[config.mk]
export PLATFORM = sky130hd
export DESIGN_NAME = css_engine
export DESIGN_NICKNAME = d
export VERILOG_FILES = /design/src/css_sync2.v /design/src/css_src_div.v /design/src/css_engine.v
export VERILOG_INCLUDE_DIRS = /design/src
export SDC_FILE = /design/constraint.sdc
export NUM_CORES = 1
export LEC_CHECK = 0
export ABC_AREA = 1
export BUFFER_PORTS_ARGS = -buffer_cell sky130_fd_sc_hd__buf_4
export CAP_MARGIN = 30
export CORE_MARGIN = 1
export CORE_UTILIZATION = 35
export CTS_BUF_LIST = sky130_fd_sc_hd__clkbuf_16
export DETAILED_ROUTE_END_ITERATION = 16
export GPL_ROUTABILITY_DRIVEN = 0
export PLACE_DENSITY = 0.67
export RECOVER_POWER = 100
export SLEW_MARGIN = 10
export SYNTH_ARGS = -nofsm -noshare
export SYNTH_HDL_FRONTEND = slang
export SYNTH_SLANG_ARGS = --single-unit
[constraint.sdc]
create_clock -name i_clk -period 2.9 [get_ports i_clk]
set_input_delay 0.29 -clock i_clk [delete_from_list [all_inputs] [get_ports i_clk]]
set_output_delay 0.29 -clock i_clk [all_outputs]
set_load 0.01 [all_outputs]
[src/css_defs.vh]
// Purpose: constants for the clock-synchronous serial transfer engine
// Assumes: 10 MHz system clock, active-low synchronous reset
// Notes: definitions only
`ifndef CSS_DEFS_VH
`define CSS_DEFS_VH
`define CSS_FRAME_BITS 4'h8
`define CSS_CNT_W 4
`define CSS_MODE_MASTER 2'h0
`define CSS_MODE_SLAVE 2'h1
`define CSS_SRC_DIV16 2'h0
`define CSS_SRC_DIV8 2'h1
`define CSS_SRC_DIV4 2'h2
`define CSS_SRC_TIMER 2'h3
`define CSS_SRC_RESET 2'h0
`define CSS_SCLK_DIV 5'h10
`define CSS_SCLK_HALF 5'h08
`endif

[src/css_sync2.v]
// Purpose: two-flop synchroniser for pin inputs
// Assumes: input asynchronous to i_clk
// Notes: first stage is read only by the second stage
`timescale 1ns/1ps
`default_nettype none
module css_sync2 (
    input wire i_clk,
    input wire i_rst_b,
    input wire i_d,
    input wire i_init,
    output reg o_q
);
    reg meta_r;
    always @(posedge i_clk) begin
        if (!i_rst_b) begin
            // preload the pin's idle level so no false edge follows reset
            meta_r <= i_init;
            o_q <= i_init;
        end else begin
            meta_r <= i_d;
            o_q <= meta_r;
        end
    end
endmodule
`default_nettype wire

[src/css_src_div.v]
// Purpose: shift-clock source prescaler and master-mode divide by sixteen
// Assumes: fast oscillator divided copies arrive as i_clk pulses
// Notes: outputs one-cycle pulses for synchronous clock fall and rise
`timescale 1ns/1ps
`default_nettype none
`include "css_defs.vh"
module css_src_div (
    input wire i_clk,
    input wire i_rst_b,
    input wire i_run,
    input wire [1:0] i_src_sel,
    input wire i_timer_uflow,
    output wire o_fall,
    output wire o_rise,
    output reg o_sclk
);
    reg [3:0] pre_r;
    reg tmr_half_r;
    reg [4:0] div_r;
    reg src_tick;
    always @* begin
        case (i_src_sel)
            `CSS_SRC_DIV16: src_tick = (pre_r == 4'hf);
            `CSS_SRC_DIV8: src_tick = (pre_r[2:0] == 3'h7);
            `CSS_SRC_DIV4: src_tick = (pre_r[1:0] == 2'h3);
            `CSS_SRC_TIMER: src_tick = i_timer_uflow & tmr_half_r;
            default: src_tick = 1'b0;
        endcase
    end
    // source selection; then a further divide by sixteen
    assign o_fall = i_run && src_tick && (div_r == 5'h00);
    assign o_rise = i_run && src_tick && (div_r == `CSS_SCLK_HALF);
    always @(posedge i_clk) begin
        if (!i_rst_b) begin
            pre_r <= 4'h0;
            tmr_half_r <= 1'b0;
            div_r <= 5'h00;
            o_sclk <= 1'b1;
        end else begin
            pre_r <= pre_r + 4'h1;
            if (i_timer_uflow) begin
                tmr_half_r <= ~tmr_half_r;
            end
            if (!i_run) begin
                div_r <= 5'h00;
                o_sclk <= 1'b1;
            end else if (src_tick) begin
                div_r <= (div_r == `CSS_SCLK_DIV - 5'h01) ? 5'h00 : div_r + 5'h01;
                if (div_r == 5'h00) begin
                    o_sclk <= 1'b0;
                end else if (div_r == `CSS_SCLK_HALF) begin
                    o_sclk <= 1'b1;
                end
            end
        end
    end
endmodule
`default_nettype wire

[src/css_engine.v]
// Purpose: clock-synchronous 8-bit half-duplex serial transfer engine
// Assumes: control bits are plain ports; pins synchronised to i_clk
// Notes: asynchronous modes and parity are not built here
// Behaviour
// each transfer moves one 8-bit word, one bit per shift clock
// master divides the selected source by sixteen and drives shift clock out
// slave uses the external shift clock from the master
// half duplex: never transmit and receive together
// frame fixed at eight bits, bit 0 first both ways
// mode 00 is master, mode 01 is slave
// clock source selection only matters in master mode
// no parity in synchronous mode whatever parity enable holds
// pins are port pins after reset until serial enable is set
// software keeps both enables cleared until a transfer begins
// transmit trigger starts master clock, or slave waits for clock
// transmit shifts one bit out per falling shift clock edge
// data out holds the last bit until next transmission
// transmit completion sets the transmit done flag
// software loads data and triggers once per byte
// master software checks slave readiness before triggering
// receive trigger starts master clock, or slave waits for clock
// receive samples data in on each rising shift clock edge
// eighth rise copies word to buffer and sets receive done flag
// slave ready pin low when ready, high when busy
// ready falls on trigger write, rises at first falling clock edge
// in master mode the ready pin stays a port pin
// source field 11 timer, 10 div4, 01 div8, 00 div16 default
// timer source is timer underflow halved
// trigger bits read back as busy status
// software reads each received byte before next reception
// clearing an enable aborts the transfer and resets the counter
// transfer ends itself after exactly eight shift clocks
`timescale 1ns/1ps
`default_nettype none
`include "css_defs.vh"
module css_engine (
    input wire i_clk,
    input wire i_rst_b,
    input wire i_mode_select_lo,
    input wire i_mode_select_hi,
    input wire i_clock_source_sel_lo,
    input wire i_clock_source_sel_hi,
    input wire i_parity_enable_bit,
    input wire i_serial_port_enable_bit,
    input wire i_transmit_enable_bit,
    input wire i_receive_enable_bit,
    input wire i_transmit_trigger_wr,
    input wire i_receive_trigger_wr,
    input wire i_flag_clear_tx,
    input wire i_flag_clear_rx,
    input wire [7:0] i_shared_data_wr,
    input wire i_shared_data_we,
    input wire i_timer_uflow,
    input wire i_sclk_pin,
    input wire i_serial_data_in_pin,
    input wire [3:0] i_port_out,
    input wire [3:0] i_port_oe_b,
    output wire [3:0] o_pin_out,
    output wire [3:0] o_pin_oe_b,
    output wire o_transmit_trigger_bit,
    output wire o_receive_trigger_bit,
    output reg o_transmit_done_flag,
    output reg o_receive_done_flag,
    output reg [7:0] o_rx_buffer
);
    localparam ST_IDLE = 2'h0;
    localparam ST_TX = 2'h1;
    localparam ST_RX = 2'h2;

    reg [1:0] state_r;
    reg [1:0] state_nxt;
    reg [7:0] tx_data_r;
    reg [7:0] shift_r;
    reg [3:0] cnt_r;
    reg serial_data_out_pin_r;
    reg slave_ready_pin_r;
    reg sclk_prev_r;
    wire sclk_s;
    wire sin_s;
    wire is_master;
    wire is_slave;
    wire sync_mode;
    wire m_fall;
    wire m_rise;
    wire m_sclk;
    wire fall_ev;
    wire rise_ev;
    wire busy;
    wire abort;

    function sel_mode;
        input [1:0] mode;
        input [1:0] want;
        begin
            sel_mode = (mode == want);
        end
    endfunction

    assign is_master = sel_mode({i_mode_select_hi, i_mode_select_lo}, `CSS_MODE_MASTER);
    assign is_slave = sel_mode({i_mode_select_hi, i_mode_select_lo}, `CSS_MODE_SLAVE);
    assign sync_mode = is_master | is_slave;
    // parity enable is deliberately never read here
    wire unused_parity = i_parity_enable_bit;

    css_sync2 u_sync_sclk (
        .i_clk(i_clk),
        .i_rst_b(i_rst_b),
        .i_d(i_sclk_pin),
        .i_init(1'b1),
        .o_q(sclk_s)
    );
    css_sync2 u_sync_sin (
        .i_clk(i_clk),
        .i_rst_b(i_rst_b),
        .i_d(i_serial_data_in_pin),
        .i_init(1'b1),
        .o_q(sin_s)
    );

    assign busy = (state_r != ST_IDLE);

    css_src_div u_div (
        .i_clk(i_clk),
        .i_rst_b(i_rst_b),
        .i_run(busy && is_master),
        .i_src_sel({i_clock_source_sel_hi, i_clock_source_sel_lo}),
        .i_timer_uflow(i_timer_uflow),
        .o_fall(m_fall),
        .o_rise(m_rise),
        .o_sclk(m_sclk)
    );

    // slave edges come from the synchronised pin, master edges from the divider
    assign fall_ev = is_master ? m_fall : (is_slave & sclk_prev_r & ~sclk_s);
    assign rise_ev = is_master ? m_rise : (is_slave & ~sclk_prev_r & sclk_s);

    assign abort = ((state_r == ST_TX) && !i_transmit_enable_bit) ||
                   ((state_r == ST_RX) && !i_receive_enable_bit) || !sync_mode;

    always @* begin
        state_nxt = state_r;
        case (state_r)
            ST_IDLE: begin
                // one direction at a time; transmit wins a simultaneous request
                if (sync_mode && i_transmit_trigger_wr && i_transmit_enable_bit) begin
                    state_nxt = ST_TX;
                end else if (sync_mode && i_receive_trigger_wr && i_receive_enable_bit) begin
                    state_nxt = ST_RX;
                end
            end
            ST_TX: begin
                if (abort) begin
                    state_nxt = ST_IDLE;
                end else if (rise_ev && cnt_r == `CSS_FRAME_BITS) begin
                    state_nxt = ST_IDLE;
                end
            end
            ST_RX: begin
                if (abort) begin
                    state_nxt = ST_IDLE;
                end else if (rise_ev && cnt_r == `CSS_FRAME_BITS - 4'h1) begin
                    state_nxt = ST_IDLE;
                end
            end
            default: state_nxt = ST_IDLE;
        endcase
    end

    always @(posedge i_clk) begin
        if (!i_rst_b) begin
            state_r <= ST_IDLE;
            tx_data_r <= 8'h00;
            shift_r <= 8'h00;
            cnt_r <= 4'h0;
            serial_data_out_pin_r <= 1'b1;
            slave_ready_pin_r <= 1'b1;
            sclk_prev_r <= 1'b1;
            o_transmit_done_flag <= 1'b0;
            o_receive_done_flag <= 1'b0;
            o_rx_buffer <= 8'h00;
        end else begin
            state_r <= state_nxt;
            sclk_prev_r <= sclk_s;
            if (i_shared_data_we) begin
                tx_data_r <= i_shared_data_wr;
            end
            if (state_r == ST_IDLE && state_nxt != ST_IDLE) begin
                cnt_r <= 4'h0;
                shift_r <= (state_nxt == ST_TX) ? tx_data_r : 8'h00;
                if (is_slave) begin
                    slave_ready_pin_r <= 1'b0;
                end
            end else if (abort) begin
                cnt_r <= 4'h0;
                slave_ready_pin_r <= 1'b1;
            end else if (state_r == ST_TX) begin
                if (fall_ev) begin
                    slave_ready_pin_r <= 1'b1;
                    serial_data_out_pin_r <= shift_r[0];
                    shift_r <= {1'b0, shift_r[7:1]};
                    cnt_r <= cnt_r + 4'h1;
                end
                if (rise_ev && cnt_r == `CSS_FRAME_BITS) begin
                    o_transmit_done_flag <= 1'b1;
                end
            end else if (state_r == ST_RX) begin
                if (fall_ev) begin
                    slave_ready_pin_r <= 1'b1;
                end
                if (rise_ev) begin
                    shift_r <= {sin_s, shift_r[7:1]};
                    cnt_r <= cnt_r + 4'h1;
                    if (cnt_r == `CSS_FRAME_BITS - 4'h1) begin
                        o_rx_buffer <= {sin_s, shift_r[7:1]};
                        o_receive_done_flag <= 1'b1;
                    end
                end
            end
            // a completion in the same cycle as a clear keeps the flag set
            if (i_flag_clear_tx && !(state_r == ST_TX && !abort && rise_ev &&
                                     cnt_r == `CSS_FRAME_BITS)) begin
                o_transmit_done_flag <= 1'b0;
            end
            if (i_flag_clear_rx && !(state_r == ST_RX && !abort && rise_ev &&
                                     cnt_r == `CSS_FRAME_BITS - 4'h1)) begin
                o_receive_done_flag <= 1'b0;
            end
        end
    end

    assign o_transmit_trigger_bit = (state_r == ST_TX);
    assign o_receive_trigger_bit = (state_r == ST_RX);

    // pin order: 0 data in, 1 data out, 2 shift clock, 3 ready; oe low drives
    wire ser_on = i_serial_port_enable_bit & sync_mode;
    assign o_pin_out[0] = i_port_out[0];
    assign o_pin_oe_b[0] = ser_on ? 1'b1 : i_port_oe_b[0];
    assign o_pin_out[1] = ser_on ? serial_data_out_pin_r : i_port_out[1];
    assign o_pin_oe_b[1] = ser_on ? 1'b0 : i_port_oe_b[1];
    assign o_pin_out[2] = (ser_on && is_master) ? m_sclk : i_port_out[2];
    assign o_pin_oe_b[2] = ser_on ? ~is_master : i_port_oe_b[2];
    assign o_pin_out[3] = (ser_on && is_slave) ? slave_ready_pin_r : i_port_out[3];
    assign o_pin_oe_b[3] = (ser_on && is_slave) ? 1'b0 : i_port_oe_b[3];
endmodule
`default_nettype wire

==> impl_metrics.ini <==
[worst_setup_path]
r2r-start = state_r[1]$_SDFF_PN0_
cp_common_cell = nand2_1
cp_cell_sequence = inv_1 -> ha_1 -> inv_2 -> o22ai_4 -> nor2_8 -> nand2_1 -> inv_2 -> nand2_1 -> nand2_1 -> nand2_1 -> nand2_1 -> nand2_4 -> nand2_4 -> nand2_8 -> nand2_1 -> nand2_1 -> nor2_1 -> nor2_1
critPathRequiredTime_ps = 3080
r2r-end = shift_r[7]$_SDFFE_PN0P_
r2r_slack_ps = 440
critPathMaxFanout = 28
cp-start-kind = flip-flop
critical-path-top-delay-family = simple AND/OR/NAND/NOR gates
cp_slowest_cell = dfxtp_1
criticalPathCategory = flip-flop to flip-flop
arrival_ps = 2640
path_buf_inv = 3
slowest_delay_ps = 390
crit_path_end_kind = flip-flop
worstRegToRegCells = 18

[placement]
port_buffers = 50
dp_cells = 517
postPlaceCellArea_um2 = 3088
dp_hpwl_mm = 4.205

[clocking]
cts_tree = yes
cts_sinks = 50
clk_pin_slew_ps = 60
cts_root_buffer = clkbuf_16
clockBufferDepth = 2
worst_skew_pair.late_latency_ps = 290
post_cts_resized = 0
cts_buffers = 5
postCtsSetupBuffers = 0
htree_levels = 2
cts_hold_buf = 0

[timing]
drv_slew = 37
tightest_slew_ps = 1551
setup-violations-final = 0
holdWs_ps = 188.9
period_needed_ps = 2464
slew-limit-headroom = -0.03416
post-route-period-util = 0.8497
timing.fmax_ghz = 0.4058
skew_ps = 4.152
hold_viol = 0
setup_tns_ps = 0
rsz0062_at_grt = false

[logic_synthesis]
synth_seq_area_share = 0.3802
ys_types = 36
synth-edff-count = 0
netlist_instances = 375
synthSimpleGateAreaFrac = 0.3988
muxShareOfSynthArea = 0.004278
syn_area_um2 = 2633
synth_fa_ha_area_frac = 0.04753
synth_xor_area_frac = 0
yosysWarnings = 0
async_flop_share = 0
synth-compound-area-share = 0.07700
syn-num-nets = 419
ys_ff_latch = 50
syn_area_per_cell_um2 = 7.020
synth_top_family_by_area = simple AND/OR/NAND/NOR gates
synthFlopType = dfxtp_1

[worst_hold_path]
holdPathStages = 2
min_from = i_timer_uflow
min_to = u_div.tmr_half_r$_SDFFE_PN0P_
hp-class = input port to flip-flop

[floorplan]
coreArea_um2 = 7253
rows = 31
die-area_um2 = 7872
die_x_um = 88.73
top_level_ports = 54
initial_core_util = 0.3629
die_y_um = 88.73

[routing]
wirelength_mm = 5.561
drtPass1Iterations = 4
vias_per_cell = 4.500
ant_nets = 0
via_count = 2358
wl_per_cell_um = 10.61
route.detailed.drc = 0
drt_iter0_markers = 79

[cells_and_area]
layoutNonFillerInstCount = 524
antenna_cells = 0
syn_to_final_growth_pct = 19.01
final_nets = 469
final_common_cell = nand2_1
drive_gt1_frac = 0.1529
stdcell_area_um2 = 3133
fillCellCount = 796
final_cell_mix = nand2_1 (91), nor2_1 (69), dfxtp_1 (50)

[run_status]
violations = capacitance limit, slew limit
outcome = finished with violations

[grt]
overflow = 0
grt_pass1_vias = 2115
track_usage = 0.1513
grt_max_degree = 37
antenna_found_initial = 0
grt_pass1_wl_mm = 9.266

[power_and_ir_drop]
p_leak_nw = 1.446
irDropWorstVdd_mv = 0.2556
power.density_nw_per_um2 = 500.5

[run]
cap_violations = 1
## cell families after synthesis
kind of cell / Yosys count
flip-flops: 50
buffers and inverters: 58
adder cells (fa/ha/maj): 10
AO/OA/AOI/OAI: 32
multiplexers: 1
AND/OR/NAND/NOR: 224
## sequential cells by signal, indices dropped and copies added, names as in the netlist, 2 cells and up
signal	count
tx_data_r	8
cnt_r	4
shift_r	8
u_div.pre_r	4
o_rx_buffer	8
u_div.div_r	5
state_r	2
## how the worst max path moves through the flow
| stage | from | endpoint | slack, ps | depth (start not counted) |
|---|---|---|---|---|
| global placement | state_r[1]$_SDFF_PN0_ | shift_r[1]$_SDFFE_PN0P_ | 510 | 18 |
| finish | state_r[1]$_SDFF_PN0_ | shift_r[7]$_SDFFE_PN0P_ | 440 | 18 |
| detailed placement | state_r[1]$_SDFF_PN0_ | shift_r[2]$_SDFFE_PN0P_ | 450 | 18 |
| floorplan | state_r[0]$_SDFF_PN0_ | slave_ready_pin_r$_SDFFE_PN1P_ | 800 | 19 |
| global route | state_r[1]$_SDFF_PN0_ | shift_r[4]$_SDFFE_PN0P_ | 10 | 17 |
| CTS | state_r[1]$_SDFF_PN0_ | shift_r[2]$_SDFFE_PN0P_ | 430 | 18 |
## where the power goes
part	internal (W)	leakage, nW	total (W)	switching [W]
sequential	0.000723	0.409	0.000743	0.0000197
combinational	0.000107	0.968	0.000275	0.000168
clock	0.000312	0.0694	0.000550	0.000239
total	0.00114	1.45	0.00157	0.000426
## stage by stage
step	power, W	setup slack (ps)	utilization
after floorplan	0.0009636	798.1	-
after global placement	0.001037	505.9	0.4257
after detailed placement	0.001042	447.9	0.4257
after CTS	0.001598	433.7	0.4444
after global routing	0.001654	11.05	0.4319
final	0.001568	436.0	0.4319
## synth_stat cells (2+ instances only)
master | instances | area (um2)
nand2_4 | 2 | 22.52
nand2_2 | 4 | 25.02
buf_1 | 2 | 7.510
a21oi_1 | 8 | 40.04
nand4_1 | 17 | 106.4
ha_1 | 10 | 125.1
inv_2 | 3 | 11.26
nor3_2 | 2 | 20.02
nand3_1 | 22 | 110.1
or2_2 | 5 | 31.28
buf_2 | 2 | 10.01
nor3_1 | 5 | 25.02
inv_1 | 46 | 172.7
o21ai_0 | 16 | 80.08
a21oi_2 | 3 | 26.28
nor2_1 | 69 | 259.0
clkbuf_1 | 2 | 7.510
dfxtp_1 | 50 | 1001
nand2_1 | 90 | 337.8
## per-layer routing
| layer | up-vias | track usage | share of wire |
|---|---|---|---|
| met2 | 56 | 0.2650 | 0.45 |
| met4 | 0 | 0.05865 | 0.020 |
| li1 | 1290 | - | - |
| met5 | - | 0 | 0 |
| met1 | 1003 | 0.1821 | 0.48 |
| met3 | 9 | 0.02985 | 0.048 |
## layout make-up
cell class / count / area (um2) / share of cell area
multi-input combinational: 267 / 1374 / 0.4385
sequential: 50 / 1001 / 0.3195
timing repair buffer: 52 / 315.3 / 0.1006
inverter: 49 / 183.9 / 0.05871
clock buffer: 5 / 125.1 / 0.03994
tap: 99 / 123.9 / 0.03954
clock inverter: 2 / 10.01 / 0.003195
(Power assumes the default switching activity.)
